<file path="config.mk">
export PLATFORM = sky130hd
export DESIGN_NAME = gate_driver_spi_regs
export DESIGN_NICKNAME = d
export VERILOG_FILES = /design/src/rtl/gate_spi_pkg.sv /design/src/rtl/level_sync.sv /design/src/rtl/watchdog_timer.sv /design/src/rtl/gate_driver_spi_regs.sv
export SDC_FILE = /design/constraint.sdc
export NUM_CORES = 1
export LEC_CHECK = 0
export BUFFER_PORTS_ARGS = -buffer_cell sky130_fd_sc_hd__buf_2
export CORE_ASPECT_RATIO = 0.9
export CORE_MARGIN = 3
export CORE_UTILIZATION = 50
export CTS_CLUSTER_DIAMETER = 120
export DETAILED_ROUTE_END_ITERATION = 10
export GPL_ROUTABILITY_DRIVEN = 0
export PLACE_DENSITY_LB_ADDON = 0.15
export SYNTH_ARGS = -nofsm -noshare
export SYNTH_HDL_FRONTEND = slang
export SYNTH_SLANG_ARGS = --single-unit
</file>
<file path="constraint.sdc">
create_clock -name clk -period 6.7 [get_ports clk]
set_input_delay 1.34 -clock clk [delete_from_list [all_inputs] [get_ports clk]]
set_output_delay 1.34 -clock clk [all_outputs]
set_load 0.01 [all_outputs]
</file>
<file path="src/rtl/gate_spi_pkg.sv">
`default_nettype none
package gate_spi_pkg;
  // frame layout
  localparam int FRAME_BITS = 16;
  localparam int CMD_BITS = 5;
  localparam int RNW_BIT = 15;
  localparam int ADDR_HI = 14;
  localparam int ADDR_LO = 11;
  localparam int DATA_BITS = 8;
  localparam logic [4:0] CNT_CMD_LAST = 5'h04;
  localparam logic [4:0] CNT_DATA_FIRST = 5'h08;
  localparam logic [4:0] CNT_FULL = 5'h10;
  localparam logic [4:0] CNT_OVER = 5'h11;
  // register addresses
  localparam logic [3:0] ADDR_FAULT_SUMMARY = 4'h0;
  localparam logic [3:0] ADDR_DETAIL = 4'h1;
  localparam logic [3:0] ADDR_MAIN = 4'h2;
  localparam logic [3:0] ADDR_DRIVE_WD = 4'h3;
  localparam logic [3:0] ADDR_OC_MON = 4'h4;
  localparam logic [3:0] ADDR_CHOP_AMP = 4'h5;
  // reset values and write masks
  localparam logic [7:0] MAIN_RST = 8'h18;
  localparam logic [7:0] DRIVE_WD_RST = 8'h07;
  localparam logic [7:0] OC_MON_RST = 8'h70;
  localparam logic [7:0] CHOP_AMP_RST = 8'h01;
  localparam logic [7:0] OC_MON_WMASK = 8'hF3;
  localparam logic [6:0] FAULT_RST = 7'h00;
  localparam logic [3:0] DETAIL_RST = 4'h0;
  // main control fields
  localparam int CLR_BIT = 0;
  localparam int LOCK_HI = 5;
  localparam int LOCK_LO = 3;
  localparam logic [2:0] LOCK_KEY = 3'h6;
  localparam logic [2:0] UNLOCK_KEY = 3'h3;
  // drive/watchdog control fields
  localparam int WD_EN_BIT = 5;
  // fault summary bit positions
  localparam int FLT_ANY = 7;
  localparam int FLT_WD = 6;
  localparam int FLT_GATE = 5;
  localparam int FLT_OC = 4;
  localparam int FLT_SUPPLY = 3;
  localparam int FLT_PUMP = 2;
  localparam int FLT_OVERTEMP_SHUTDOWN_FLAG = 1;
  localparam int FLT_OTW = 0;
  // watchdog timing
  localparam int CLK_PERIOD_NS = 8;
  localparam int MS_NS = 1000000;
  localparam int MS_CYCLES = (MS_NS + CLK_PERIOD_NS - 1) / CLK_PERIOD_NS;
  localparam logic [6:0] WD_MS_0 = 7'h0A;
  localparam logic [6:0] WD_MS_1 = 7'h14;
  localparam logic [6:0] WD_MS_2 = 7'h32;
  localparam logic [6:0] WD_MS_3 = 7'h64;
  // synchroniser reset levels: select and sleep request idle high
  localparam logic [12:0] PIN_IDLE = 13'h0A00;
endpackage
`default_nettype wire

</file>
<file path="src/rtl/level_sync.sv">
`timescale 1ns/1ns
`default_nettype none
module level_sync #(
  parameter int W = 1,
  // pin idle levels, so that no false edge follows reset
  parameter logic [W-1:0] RST_VAL = '0
) (
  // clock and reset
  input wire logic clk,
  input wire logic rst_n,
  // asynchronous levels in, synchronous levels out
  input wire logic [W-1:0] d,
  output logic [W-1:0] q
);
  logic [W-1:0] meta_r;

  // first stage feeds the second stage only
  always_ff @(posedge clk or negedge rst_n) begin
    if (!rst_n) begin
      meta_r <= RST_VAL;
      q <= RST_VAL;
    end else begin
      meta_r <= d;
      q <= meta_r;
    end
  end
endmodule
`default_nettype wire

</file>
<file path="src/rtl/watchdog_timer.sv">
`timescale 1ns/1ns
`default_nettype none
module watchdog_timer
  import gate_spi_pkg::*;
#(
  parameter int MS_CYC = MS_CYCLES
) (
  // clock and reset
  input wire logic clk,
  input wire logic rst_n,
  // control
  input wire logic enable,
  input wire logic restart,
  input wire logic [1:0] interval,
  // one-cycle pulse on timeout
  output logic expire
);
  logic [31:0] div_r;
  logic ms_tick_r;
  logic [6:0] ms_r;

  function automatic logic [6:0] limit_ms(input logic [1:0] sel);
    case (sel)
      2'h0: limit_ms = WD_MS_0;
      2'h1: limit_ms = WD_MS_1;
      2'h2: limit_ms = WD_MS_2;
      default: limit_ms = WD_MS_3;
    endcase
  endfunction

  always_ff @(posedge clk or negedge rst_n) begin
    if (!rst_n) begin
      div_r <= '0;
      ms_tick_r <= 1'b0;
    end else if (!enable || restart) begin
      div_r <= '0;
      ms_tick_r <= 1'b0;
    end else begin
      ms_tick_r <= (div_r == 32'(MS_CYC - 1));
      div_r <= (div_r == 32'(MS_CYC - 1)) ? '0 : div_r + 32'h1;
    end
  end

  // a read of address zero restarts the whole countdown, divider included
  always_ff @(posedge clk or negedge rst_n) begin
    if (!rst_n) begin
      ms_r <= '0;
      expire <= 1'b0;
    end else if (!enable || restart) begin
      ms_r <= '0;
      expire <= 1'b0;
    end else if (ms_tick_r && (ms_r + 7'h1 >= limit_ms(interval))) begin
      ms_r <= '0;
      expire <= 1'b1;
    end else begin
      ms_r <= ms_r + (ms_tick_r ? 7'h1 : 7'h0);
      expire <= 1'b0;
    end
  end
endmodule
`default_nettype wire

</file>
<file path="src/rtl/gate_driver_spi_regs.sv">
`timescale 1ns/1ns
`default_nettype none
// Overview of operation
// RULE1: frame is 16 bits: command, spare, data
// RULE2: bit15 read flag, 14-11 address, 7-0 data
// RULE3: read returns current register contents
// RULE4: write returns old register contents
// RULE5: output upper byte zero, lower byte register
// RULE6: master uses idle-low clock, phase one
// RULE7: sample on falling, launch on rising edge
// RULE8: most significant bit first both ways
// RULE9: clock held low around select edges
// RULE10: select high at least 500 ns between frames
// RULE11: deselected: ignore inputs, output released
// RULE12: write with wrong bit count is discarded
// RULE13: master may do dummy read after power-up
// RULE14: wake or lockout exit restores defaults
// RULE15: status read-only reset zero, control read/write
// RULE16: summary bit is OR of bits 6-1
// RULE17: summary bits map the fault sources
// RULE18: detail bits 5,4,1 flagged, others zero; code also flags bit 0
// RULE19: master never writes unmapped addresses
// RULE20: reading address zero restarts watchdog
// RULE21: clear bit clears latched faults
// RULE22: lock key freezes all but main control
// RULE23: fault bits stick until cleared
// RULE24: commit only at select rise after 16 clocks
module gate_driver_spi_regs
  import gate_spi_pkg::*;
#(
  parameter int MS_CYC = MS_CYCLES
) (
  // clock and reset
  input wire logic clk,
  input wire logic rst_n,
  // serial port
  input wire logic sclk,
  input wire logic serial_select_n,
  input wire logic sdi,
  output logic sdo,
  output logic sdo_oe_n,
  // power state
  input wire logic sleep_request_n,
  input wire logic supply_undervoltage_lockout,
  // fault detectors
  input wire logic hs_gate_fault_det,
  input wire logic ls_gate_fault_det,
  input wire logic hs_overcurrent_det,
  input wire logic ls_overcurrent_det,
  input wire logic supply_uv_det,
  input wire logic pump_uv_det,
  input wire logic overtemp_shutdown_det,
  input wire logic overtemp_warning_det,
  // settings to the driver
  output logic in1_ctrl,
  output logic in2_ctrl,
  output logic [1:0] dead_time,
  output logic watchdog_enable,
  output logic [1:0] watchdog_interval,
  output logic [2:0] drive_current,
  output logic amp_limit,
  output logic [2:0] oc_threshold,
  output logic hs_monitor_off,
  output logic ls_monitor_off,
  output logic [1:0] off_time,
  output logic chop_disable,
  output logic [1:0] vref_scale,
  output logic sample_hold_en,
  output logic [1:0] amp_gain,
  // status
  output logic watchdog_expired_flag
);
  logic sclk_q, cs_n_q, sdi_q, sleep_n_q, lockout_q;
  logic hsg_q, lsg_q, hso_q, lso_q, suv_q, puv_q, ots_q, otw_q;
  logic sclk_prev_r, cs_n_prev_r, sleep_n_prev_r, lockout_prev_r;
  logic sclk_fall, sclk_rise, cs_rise, cs_fall, selected;
  logic [4:0] cnt_r;
  logic [15:0] shift_r;
  logic [7:0] rd_byte_r, rd_mux;
  logic [3:0] rd_addr;
  logic sdo_r, sdo_oe_n_r;
  logic [7:0] main_r, drive_wd_r, oc_mon_r, chop_amp_r;
  logic locked_r;
  logic [6:0] fault_r;
  logic [3:0] detail_r;
  logic frame_ok, do_write, do_read, wr_ok, clear_req, settings_reset;
  logic [3:0] wr_addr;
  logic [7:0] wr_data;
  logic wd_expire;
  level_sync #(.W(13), .RST_VAL(PIN_IDLE)) u_sync (
    .clk(clk),
    .rst_n(rst_n),
    .d({sclk, serial_select_n, sdi, sleep_request_n, supply_undervoltage_lockout,
        hs_gate_fault_det, ls_gate_fault_det, hs_overcurrent_det, ls_overcurrent_det,
        supply_uv_det, pump_uv_det, overtemp_shutdown_det, overtemp_warning_det}),
    .q({sclk_q, cs_n_q, sdi_q, sleep_n_q, lockout_q,
        hsg_q, lsg_q, hso_q, lso_q, suv_q, puv_q, ots_q, otw_q})
  );
  ////////////////////////////////////////////////////////////////////////////
  // edge detection on synchronised pins
  // select resets to high so no frame is seen while the pin settles
  always_ff @(posedge clk or negedge rst_n) begin
    if (!rst_n) begin
      sclk_prev_r <= 1'b0;
      cs_n_prev_r <= 1'b1;
      sleep_n_prev_r <= 1'b1;
      lockout_prev_r <= 1'b0;
    end else begin
      sclk_prev_r <= sclk_q;
      cs_n_prev_r <= cs_n_q;
      sleep_n_prev_r <= sleep_n_q;
      lockout_prev_r <= lockout_q;
    end
  end
  assign selected = !cs_n_q && !cs_n_prev_r;
  assign sclk_fall = selected && sclk_prev_r && !sclk_q; // RULE7 RULE11
  assign sclk_rise = selected && !sclk_prev_r && sclk_q; // RULE7 RULE11
  assign cs_rise = cs_n_q && !cs_n_prev_r;
  assign cs_fall = !cs_n_q && cs_n_prev_r;
  assign settings_reset = (sleep_n_q && !sleep_n_prev_r) ||
                          (!lockout_q && lockout_prev_r); // RULE14
  ////////////////////////////////////////////////////////////////////////////
  // input shifter and clock counter
  always_ff @(posedge clk or negedge rst_n) begin
    if (!rst_n) begin
      shift_r <= '0;
      cnt_r <= '0;
    end else if (cs_fall) begin
      cnt_r <= '0;
    end else if (sclk_fall) begin
      shift_r <= {shift_r[FRAME_BITS-2:0], sdi_q}; // RULE8 RULE1
      cnt_r <= (cnt_r == CNT_OVER) ? CNT_OVER : cnt_r + 5'h1;
    end
  end
  // address is complete on the fifth falling edge
  assign rd_addr = {shift_r[CMD_BITS-3:0], sdi_q}; // RULE2
  always_comb begin
    rd_mux = '0;
    case (rd_addr)
      ADDR_FAULT_SUMMARY: rd_mux = {|fault_r[FLT_WD:FLT_OVERTEMP_SHUTDOWN_FLAG], fault_r}; // RULE16
      ADDR_DETAIL: rd_mux = {2'h0, detail_r[3:2], 2'h0, detail_r[1:0]}; // RULE18
      ADDR_MAIN: rd_mux = {main_r[7:6], locked_r ? LOCK_KEY : UNLOCK_KEY, main_r[2:1], 1'b0};
      ADDR_DRIVE_WD: rd_mux = drive_wd_r;
      ADDR_OC_MON: rd_mux = oc_mon_r;
      ADDR_CHOP_AMP: rd_mux = chop_amp_r;
      default: rd_mux = '0;
    endcase
  end
  // snapshot before any commit, so a write returns the old value
  always_ff @(posedge clk or negedge rst_n) begin
    if (!rst_n) begin
      rd_byte_r <= '0;
    end else if (sclk_fall && cnt_r == CNT_CMD_LAST) begin
      rd_byte_r <= rd_mux; // RULE3 RULE4
    end
  end
  ////////////////////////////////////////////////////////////////////////////
  // output line
  always_ff @(posedge clk or negedge rst_n) begin
    if (!rst_n) begin
      sdo_r <= 1'b0;
      sdo_oe_n_r <= 1'b1;
    end else begin
      sdo_oe_n_r <= !selected; // RULE11
      if (!selected) begin
        sdo_r <= 1'b0;
      end else if (sclk_rise) begin
        if (cnt_r >= CNT_DATA_FIRST && cnt_r < CNT_FULL) begin
          sdo_r <= rd_byte_r[~cnt_r[2:0]]; // RULE5 RULE8
        end else begin
          sdo_r <= 1'b0; // RULE5
        end
      end
    end
  end
  ////////////////////////////////////////////////////////////////////////////
  // frame decode at select rise
  assign frame_ok = cs_rise && (cnt_r == CNT_FULL); // RULE24 RULE12
  assign do_write = frame_ok && !shift_r[RNW_BIT];
  assign do_read = frame_ok && shift_r[RNW_BIT];
  assign wr_addr = shift_r[ADDR_HI:ADDR_LO];
  assign wr_data = shift_r[DATA_BITS-1:0];
  assign wr_ok = do_write && (wr_addr == ADDR_MAIN || !locked_r); // RULE22
  assign clear_req = do_write && wr_addr == ADDR_MAIN && wr_data[CLR_BIT]; // RULE21
  // main control: never locked, clear bit reads back zero
  always_ff @(posedge clk or negedge rst_n) begin
    if (!rst_n) begin
      main_r <= MAIN_RST;
      locked_r <= 1'b0;
    end else if (settings_reset) begin
      main_r <= MAIN_RST; // RULE14
      locked_r <= 1'b0;
    end else if (do_write && wr_addr == ADDR_MAIN) begin
      main_r <= {wr_data[7:6], main_r[LOCK_HI:LOCK_LO], wr_data[2:1], 1'b0};
      if (!locked_r && wr_data[LOCK_HI:LOCK_LO] == LOCK_KEY) begin
        locked_r <= 1'b1; // RULE22
      end else if (locked_r && wr_data[LOCK_HI:LOCK_LO] == UNLOCK_KEY) begin
        locked_r <= 1'b0; // RULE22
      end
    end
  end
  // timeout clears the enable; a same-cycle write of it loses
  always_ff @(posedge clk or negedge rst_n) begin
    if (!rst_n) begin
      drive_wd_r <= DRIVE_WD_RST;
    end else if (settings_reset) begin
      drive_wd_r <= DRIVE_WD_RST;
    end else if (wd_expire) begin
      drive_wd_r[WD_EN_BIT] <= 1'b0;
    end else if (wr_ok && wr_addr == ADDR_DRIVE_WD) begin
      drive_wd_r <= wr_data; // RULE15
    end
  end
  always_ff @(posedge clk or negedge rst_n) begin
    if (!rst_n) begin
      oc_mon_r <= OC_MON_RST;
      chop_amp_r <= CHOP_AMP_RST;
    end else if (settings_reset) begin
      oc_mon_r <= OC_MON_RST;
      chop_amp_r <= CHOP_AMP_RST;
    end else if (wr_ok && wr_addr == ADDR_OC_MON) begin
      oc_mon_r <= wr_data & OC_MON_WMASK;
    end else if (wr_ok && wr_addr == ADDR_CHOP_AMP) begin
      chop_amp_r <= wr_data;
    end
  end
  ////////////////////////////////////////////////////////////////////////////
  // sticky fault flags, a new event beats a clear in the same cycle
  always_ff @(posedge clk or negedge rst_n) begin
    if (!rst_n) begin
      fault_r <= FAULT_RST; // RULE15
      detail_r <= DETAIL_RST;
    end else begin
      fault_r <= {wd_expire, hsg_q | lsg_q, hso_q | lso_q, suv_q, puv_q, ots_q, otw_q}
                 | (clear_req ? FAULT_RST : fault_r); // RULE17 RULE23 RULE21
      detail_r <= {hsg_q, lsg_q, hso_q, lso_q}
                  | (clear_req ? DETAIL_RST : detail_r); // RULE18 RULE23
    end
  end
  watchdog_timer #(.MS_CYC(MS_CYC)) u_wd (
    .clk(clk),
    .rst_n(rst_n),
    .enable(drive_wd_r[WD_EN_BIT]),
    .restart(do_read && wr_addr == ADDR_FAULT_SUMMARY), // RULE20
    .interval(drive_wd_r[4:3]),
    .expire(wd_expire)
  );
  ////////////////////////////////////////////////////////////////////////////
  // outputs
  assign sdo = sdo_r;
  assign sdo_oe_n = sdo_oe_n_r;
  assign in1_ctrl = main_r[2];
  assign in2_ctrl = main_r[1];
  assign dead_time = drive_wd_r[7:6];
  assign watchdog_enable = drive_wd_r[WD_EN_BIT];
  assign watchdog_interval = drive_wd_r[4:3];
  assign drive_current = drive_wd_r[2:0];
  assign amp_limit = oc_mon_r[7];
  assign oc_threshold = oc_mon_r[6:4];
  assign hs_monitor_off = oc_mon_r[1];
  assign ls_monitor_off = oc_mon_r[0];
  assign off_time = chop_amp_r[7:6];
  assign chop_disable = chop_amp_r[5];
  assign vref_scale = chop_amp_r[4:3];
  assign sample_hold_en = chop_amp_r[2];
  assign amp_gain = chop_amp_r[1:0];
  assign watchdog_expired_flag = fault_r[FLT_WD];
  ////////////////////////////////////////////////////////////////////////////
  // checks
  property p_release_when_idle;
    @(posedge clk) disable iff (!rst_n) cs_n_q |=> sdo_oe_n_r && !sdo_r;
  endproperty
  a_release_when_idle: assert property (p_release_when_idle) // RULE11
    else $error("output not released while deselected");
  property p_bad_count_discard;
    @(posedge clk) disable iff (!rst_n)
      (cs_rise && cnt_r != CNT_FULL && !settings_reset && !wd_expire) |=>
      $stable(main_r) && $stable(drive_wd_r) && $stable(oc_mon_r) && $stable(chop_amp_r);
  endproperty
  a_bad_count_discard: assert property (p_bad_count_discard) // RULE12
    else $error("register changed by a bad frame");
  property p_commit_cfg;
    @(posedge clk) disable iff (!rst_n)
      (do_write && wr_addr == ADDR_CHOP_AMP && !locked_r && !settings_reset) |=>
      chop_amp_r == $past(wr_data);
  endproperty
  a_commit_cfg: assert property (p_commit_cfg) // RULE24
    else $error("write data not committed");
  property p_locked_hold;
    @(posedge clk) disable iff (!rst_n)
      (locked_r && do_write && wr_addr == ADDR_OC_MON && !settings_reset) |=> $stable(oc_mon_r);
  endproperty
  a_locked_hold: assert property (p_locked_hold) // RULE22
    else $error("locked register changed");
  property p_sticky;
    @(posedge clk) disable iff (!rst_n) (fault_r[FLT_OC] && !clear_req) |=> fault_r[FLT_OC];
  endproperty
  a_sticky: assert property (p_sticky) // RULE23
    else $error("fault flag dropped without clear");
  // a detector that comes back one cycle after the clear may set the flag again
  property p_clear;
    @(posedge clk) disable iff (!rst_n)
      (clear_req && !hso_q && !lso_q) |=> !fault_r[FLT_OC] ##1
      (!fault_r[FLT_OC] || $past(hso_q) || $past(lso_q));
  endproperty
  a_clear: assert property (p_clear) // RULE21
    else $error("clear did not remove fault flag");
  property p_wake_defaults;
    @(posedge clk) disable iff (!rst_n)
      settings_reset |=> chop_amp_r == CHOP_AMP_RST && oc_mon_r == OC_MON_RST && !locked_r;
  endproperty
  a_wake_defaults: assert property (p_wake_defaults) // RULE14
    else $error("settings not restored on wake");
  property p_first_data_bit;
    @(posedge clk) disable iff (!rst_n)
      (sclk_rise && cnt_r == CNT_DATA_FIRST) |=> sdo_r == rd_byte_r[7];
  endproperty
  a_first_data_bit: assert property (p_first_data_bit) // RULE5
    else $error("data byte not sent msb first");
  property p_upper_zero;
    @(posedge clk) disable iff (!rst_n)
      (sclk_rise && cnt_r < CNT_DATA_FIRST) |=> !sdo_r;
  endproperty
  a_upper_zero: assert property (p_upper_zero) // RULE5
    else $error("upper byte not zero");
  property p_timeout_effect;
    @(posedge clk) disable iff (!rst_n)
      wd_expire |=> !drive_wd_r[WD_EN_BIT] && fault_r[FLT_WD];
  endproperty
  a_timeout_effect: assert property (p_timeout_effect) // RULE20
    else $error("watchdog timeout not handled");
  c_write: cover property (@(posedge clk) disable iff (!rst_n) do_write);
  c_read: cover property (@(posedge clk) disable iff (!rst_n) do_read);
  c_bad_frame: cover property (@(posedge clk) disable iff (!rst_n) cs_rise && cnt_r != CNT_FULL);
  c_timeout: cover property (@(posedge clk) disable iff (!rst_n) wd_expire);
endmodule
`default_nettype wire

</file>
==> After elaboration in Yosys (flattened, before gate mapping) <==
Index checks and enable logic that the tools add are counted.
{ "word_totals": {"ff_bits": 143, "in_bits": 15, "output_inout_bits": 27, "word_cells": 147} }
{ "classes": {"addsub": 4, "magnitude_cmp": 4, "eq_ne": 20, "n_mux": 38, "bitwise_logic": 6, "n_reduce_logical": 52} }
{ "op_table": {"columns": ["operator", "count"], "rows": [
  ["$mux W8", 9],
  ["$mux W32", 2],
  ["$pmux W8 S6", 1],
  ["$add A32 B1 Y32 const B", 1],
  ["$eq A32 B17 Y1 const B", 1],
  ["$mux W7", 4],
  ["$logic_and A1 B1 Y1", 24],
  ["$pmux W7 S3", 1],
  ["$mux W5", 4],
  ["$eq A4 B2 Y1 const B", 4],
  ["$eq A4 B3 Y1 const B", 4],
  ["$mux W1", 13],
  ["$eq A5 B5 Y1 const B", 2],
  ["$logic_not A1 Y1", 10],
  ["$reduce_bool A2 Y1", 5],
  ["$logic_not A4 Y1", 2],
  ["$reduce_and A2 Y1", 4],
  ["$add A7 B1 Y7 const B", 1],
  ["$add A7 B7 Y7", 1],
  ["$ge A7 B7 Y1", 1],
  ["$or A7 B7 Y7", 1],
  ["$ne A2 B2 Y1 const B", 3],
  ["$reduce_bool A3 Y1", 2],
  ["$reduce_or A6 Y1", 1],
  ["other kinds (20)", 23]
]} }

==> Depth between registers and ports, before layout <==
{ "logic_depth": {"depth_word": 11, "ltp_mapped": 10, "mapped_depth_nobuf": 10} }

==> By module <==
Synthesis repeated with hierarchy kept, for this count alone.
{ "hier_totals": {"hier_cells": 596, "hier_area_um2": 6595.1} }
{ "modules_own_cells": {"columns": ["mod", "instances", "cells_each", "area_per_inst_um2", "seq_area_each_um2"], "rows": [
  ["gate_driver_spi_regs", 1, 311, 3484.6, 1839.3],
  ["watchdog_timer", 1, 259, 2454.9, 1026.0],
  ["level_sync", 1, 26, 655.6, 655.6]
]} }

==> Least setup slack after synthesis <==
No wires, ideal clock.
{ "synth_path": {"path_type": "flip-flop to flip-flop", "from": "register u_wd.ms_r[2]", "to": "register u_wd.ms_r[2]", "setup_ps": 136, "arrival_time_ps": 1981, "required_ps": 6564, "path_slack_ps": 4583, "stages_incl_launch_ff": 10, "n_path_buf": 1, "period_less_slack_ps": 2117, "path_cell_list": "dfrtp_1 -> clkbuf_1 -> and3_1 -> nand3_1 -> xnor2_1 -> ha_1 -> nand4_1 -> o211a_1 -> o21bai_1 -> nor2_1"} }
{ "synth_via": {"elab_chain_len": 5, "elab_cells_between_ends": 6, "classes_between": "add/sub: 2; order compare: 1; mux: 2; reduce/logical: 1"} }
{ "synth_rtl": {"columns": ["element", "line_no", "source"], "rows": [
  ["start, declared", "watchdog_timer.sv:20", "logic [6:0] ms_r;"],
  ["start signal, assigned", "watchdog_timer.sv:56", "ms_r <= ms_r + (ms_tick_r ? 7'h1 : 7'h0);"],
  ["$add A7 B1 Y7", "watchdog_timer.sv:52", "end else if (ms_tick_r && (ms_r + 7'h1 >= limit_ms(interval))) begin"],
  ["$ge A7 B7 Y1", "watchdog_timer.sv:52", null],
  ["$logic_and A1 B1 Y1", "watchdog_timer.sv:52", null],
  ["$mux W7 *", "watchdog_timer.sv:52", null],
  ["$mux W7 *", "watchdog_timer.sv:49", "end else if (!enable || restart) begin"]
]} }
Every way passes the cells marked *; elsewhere a longest branch is shown, timed or not.
A chain may end at the register's enable or synchronous reset.

==> Worst setup path in the final report <==
{ "layout_path": {"from": "register cnt_r[1]", "to": "register drive_wd_r[7]"} }
{ "layout_via": {"elab_chain_len": 7} }
{ "layout_rtl": {"columns": ["element", "line_no", "source"], "rows": [
  ["start, declared", "gate_driver_spi_regs.sv:77", "logic [4:0] cnt_r;"],
  ["start signal, assigned", "gate_driver_spi_regs.sv:132", "cnt_r <= (cnt_r == CNT_OVER) ? CNT_OVER : cnt_r + 5'h1;"],
  ["$eq A5 B5 Y1", "gate_driver_spi_regs.sv:178", "assign frame_ok = cs_rise && (cnt_r == CNT_FULL);"],
  ["$logic_and A1 B1 Y1", "gate_driver_spi_regs.sv:178", null],
  ["$logic_and A1 B1 Y1", "gate_driver_spi_regs.sv:179", "assign do_write = frame_ok && !shift_r[RNW_BIT];"],
  ["$logic_and A1 B1 Y1", "gate_driver_spi_regs.sv:183", "assign wr_ok = do_write && (wr_addr == ADDR_MAIN || !locked_r);"],
  ["$logic_and A1 B1 Y1", "gate_driver_spi_regs.sv:210", "end else if (wr_ok && wr_addr == ADDR_DRIVE_WD) begin"],
  ["$reduce_bool A2 Y1 (no line)", null, null],
  ["$reduce_and A2 Y1 (no line)", null, null],
  ["end signal, assigned", "gate_driver_spi_regs.sv:211", "drive_wd_r <= wr_data;"],
  ["end, declared", "gate_driver_spi_regs.sv:82", "logic [7:0] main_r, drive_wd_r, oc_mon_r, chop_amp_r;"]
]} }
Every way passes these cells.

==> results.md <==
Synth:
- The net count after synthesis is 621.
- The area fraction in and, or, nand and nor cells after synthesis is 18.05%.
- Synthesis produced a netlist whose cell count is between 500 and 600.
- In the synthesized netlist, the cells that appear most often are sky130_fd_sc_hd__dfrtp_1 (126), sky130_fd_sc_hd__nor2_1 (74), sky130_fd_sc_hd__nand2_1 (37).
- The synthesized netlist devotes 5.038% of its cell area to XOR and XNOR gates.
- Sequential cells were found to cover 54.74% of the synthesized design area.
- After synthesis, the netlist uses 59 different library cells.
- The total number of yosys warnings is 0.
- The async set-reset flop share out of synthesis is 100.0%.
- In this run, synthesis inferred 0 flip-flops with an integrated enable.
- The multiplexer area fraction after synthesis is 7.742%.
- The complex-gate fraction of the synthesized area is 8.286%.
- Each instance of the synthesized netlist takes up on average roughly 11 sq um.
- The number of synthesized register bits is 140.
- The dominant cell by count in the synthesized netlist is sky130_fd_sc_hd__dfrtp_1.
- The cell accounting for the most synthesized area is sky130_fd_sc_hd__dfrtp_1.
- The synthesized-area fraction occupied by adder cells is 3.307%.
- The most instantiated flip-flop cell in the synthesis netlist is sky130_fd_sc_hd__dfrtp_1.
- The synthesized design devotes to its leading area cell type 49.02% of total area.
- The cell area after synthesis is roughly 0.0064 sq mm.
- After synthesis, the cell types taking the most area are sky130_fd_sc_hd__dfrtp_1 (49%), sky130_fd_sc_hd__dfstp_2 (5.7%), sky130_fd_sc_hd__nor2_1 (4.3%).
- After synthesis, the largest family of logic cells by area is simple AND/OR/NAND/NOR gates.

Placed design:
- The count of buffers from port buffering is 41.
- At the placement stage, the worst setup path has a slack of 4.024 ns.
- The number of placed instances, taps included, is 768.
- Detailed placement ended at an HPWL of 9424 um.

Worst setup path:
- The setup path with the least slack is of type reg2reg.
- The buffers plus inverters on the worst setup path is 1.
- Traced cell by cell, the critical path runs through inv_1, ha_1, and4bb_2, nand2_1, nor4_2, o21ai_0.
- For the worst setup path, the data arrival time is 2.72 ns.
- In this run the worst path has a maximum fanout of 14.
- The cell count of the worst reg-to-reg path is 6.
- The slowest library cell on the worst path is sky130_fd_sc_hd__nor4_2.
- The worst setup path is captured at a flip-flop.
- The startpoint of the worst register-to-register path is cnt_r[1].
- The endpoint of the worst register-to-register path is drive_wd_r[7].
- Among cell families on the critical path, the largest total delay comes from simple AND/OR/NAND/NOR gates.
- For flop-to-flop paths, the worst setup slack is 4.22 ns.
- STA classifies the critical path startpoint as a flip-flop.
- At the worst endpoint, the required time is around 6.9 ns.
- In this design, the stage delay of the slowest critical-path cell is between 0.9 and 1 ns.

Die:
- 42 I/O pins were placed.
- The row count is 38.
- The floorplan step set the die width to 125.6 um.
- Once the floorplan was initialized, standard cells occupied 52.24% of the core.
- The core footprint is 0.01231 sq mm.
- From bottom edge to top edge, the die measures 113.6 um.
- The die covers 0.01426 sq mm.

Global route:
- The first-pass GRT wire length is 23,200 um.
- The maximum number of pins on one net before global-route repair is 90.
- The number of global-route vias before repair is 4,486.
- The initial antenna violation count is 0.
- The total track usage is around a fifth.
- The total congestion overflow is 0.

Job:
- The total of max-cap violations is 0.

CTS:
- The tree built by TritonCTS fans out to 140 sinks.
- The depth of the CTS H-tree is 4.
- The root buffer cell chosen for the clock tree is sky130_fd_sc_hd__clkbuf_16.
- The quantity of gates resized following cts is 0.
- The setup fix buffers added after clock tree synthesis is 0.
- For the worst-skew pair, the clock arrives at the later sink with an insertion delay of 0.42 ns.
- The number of buffers on the longest clock path is 2.
- The total of hold buffers inserted after clock tree synthesis is 0.
- The clock-pin slew on the worst setup and hold paths is 0.06 ns.
- Buffers inserted during clock tree synthesis total 17.
- TritonCTS built the clock tree.

Timing:
- Setup repair after global routing left no endpoint under its margin.
- At the pin with the least slew margin, the transition time is about 1.2 ns.
- The hold violation total from the final report is 0.
- The number of max-slew violations in the final report was 0.
- In this run the tightest slew margin relative to its limit is about a fifth.
- The final critical-path required period is 2.480 ns.
- Derived from the worst setup path, the maximum achievable clock frequency is 0.4032 GHz.
- The number of setup violations in the final report is 0.
- The final worst setup slack is 4.220 ns.
- Dividing the final minimum period by the clock period gives 37.02%.
- Setup total negative slack on the finished layout was measured at 0 ns.
- The maximum clock skew at final layout is 0.007969 ns.

Cells and area:
- The share of final-layout standard cells stronger than drive strength 1 is 18.47%.
- The final core utilization is around three fifths.
- The layout-stage area growth over the synthesis result is 14.72%.
- Fill cells in the final layout number 1,001.
- In the final design database the tool counted 659 nets.
- The number of antenna diodes in the final layout is 0.
- The count of cells in the finished layout, fillers not included, comes to roughly 800.

Status:
- The run finished with clean final reports.

Power:
- Summed over all cells, the static leakage comes to 3.165 nW.
- The maximum vdd drop is slightly below 200 uV.
- Dividing total power by cell area gives a power density of ~270 mW/mm^2.

Worst hold path:
- The path with the worst hold slack has its endpoint at u_sync.q[7].
- The path class of the tightest hold or removal check is reg2reg.
- The worst hold path begins at u_sync.meta_r[7].
- The worst hold path was traced through 0 stages.

Drt:
- The routed wire length per instance is between 15 and 20 um.
- After detailed routing, the total wire length is 13,900 um.
- The vias after detailed routing is 4,597.
- The number of routed nets with antenna violations is 0.
- The via-per-instance ratio is 5.753.
- The detailed router finished its first iteration with ~320 violations.
- For this run, design rule violations remaining after detail routing come to 0.
- The number of detailed-routing iterations run before antenna repair is 6.
[registers in the layout, summed over array words and instances (netlist names), 4 cells and up]
signal / count
chop_amp_r: 8
cnt_r: 5
detail_r: 4
drive_wd_r: 8
fault_r: 7
main_r: 4
oc_mon_r: 6
rd_byte_r: 8
shift_r: 16
u_sync.meta_r: 13
u_sync.q: 13
u_wd.div_r: 32
u_wd.ms_r: 7
[power breakdown]
| group | total (mW) | switching, mW | internal (mW) |
|---|---|---|---|
| logic | 0.118 | 0.0686 | 0.0491 |
| clock network | 0.980 | 0.357 | 0.622 |
| registers | 0.910 | 0.0433 | 0.867 |
| total | 2.01 | 0.469 | 1.54 |
[cell type report]
| cell class | count | area, sq um | area share, % |
|---|---|---|---|
| Timing Repair Buffer | 43 | 226.5 | 3.069 |
| Inverter | 19 | 71.32 | 0.9664 |
| Sequential cell | 140 | 3521 | 47.71 |
| Clock inverter | 14 | 193.9 | 2.628 |
| Tap cell | 160 | 200.2 | 2.713 |
| Clock buffer | 17 | 425.4 | 5.765 |
| Multi-Input combinational cell | 406 | 2741 | 37.15 |
[cells by family after synthesis]
family,Yosys count
and+or+nand+nor,228
DFF,140
AOI/OAI and AO/OA,80
muxes,44
buffers and inverters,43
xor gates and xnor gates,37
adders and majority gates,17
[metrics by stage]
step | cell area (sq um) | total power, mW | hold WS, ns
2_1_floorplan | 6432 | 0.9907 | 0.3312
3_3_place_gp | 6760 | 1.039 | 0.3316
3_5_place_dp | 6760 | 1.043 | 0.3347
4_1_cts | 7380 | 2.033 | 0.3477
5_1_grt | 7380 | 2.090 | 0.3510
6_report | 7380 | 2.007 | 0.3464
[layer usage]
metal / vias up / routed length, um / global-route usage, %
met5: - / 0 / 0
met4: 0 / 193 / 8.020
met3: 20 / 845 / 5.618
met2: 148 / 6225 / 30.04
met1: 2273 / 6638 / 29.91
li1: 2156 / - / -
[how the worst max path moves through the flow]
stage                         startpoint           endpoint  slack [ns]  cells past startpoint
after floorplan             u_wd.ms_r[2]       u_wd.ms_r[2]        4.58                      9
after global placement             rst_n   u_sync.meta_r[1]        4.06                      2
after detailed placement           rst_n  u_sync.meta_r[10]        4.02                      2
after CTS                 u_wd.div_r[21]     u_wd.div_r[22]        4.22                      5
after global routing      u_wd.div_r[21]     u_wd.div_r[22]        4.03                      5
final                           cnt_r[1]      drive_wd_r[7]        4.22                      6
[layout by cell type (no fill, tap or decap), types with 7 or more instances in the layout]
cell type                   synthesis  layout
sky130_fd_sc_hd__buf_2              4      40
sky130_fd_sc_hd__inv_1             19      19
sky130_fd_sc_hd__a21o_1            10      10
sky130_fd_sc_hd__xor2_1            23      23
sky130_fd_sc_hd__o21ai_0           10      10
sky130_fd_sc_hd__nand4_1           18      18
sky130_fd_sc_hd__nor3_1            20      20
sky130_fd_sc_hd__xnor2_1           14      14
sky130_fd_sc_hd__clkbuf_16          0      17
sky130_fd_sc_hd__nor2_1            74      74
sky130_fd_sc_hd__dfrtp_1          126     126
sky130_fd_sc_hd__ha_1              17      17
sky130_fd_sc_hd__mux2i_1           25      25
sky130_fd_sc_hd__nand2_1           37      37
sky130_fd_sc_hd__nor4_1             8       7
sky130_fd_sc_hd__nand3_1           31      31
sky130_fd_sc_hd__mux2_2            16      16
sky130_fd_sc_hd__dfstp_2           14      14
sky130_fd_sc_hd__o21ai_1            8       8
sky130_fd_sc_hd__a21oi_1           24      24
(Power assumes the default switching activity.)
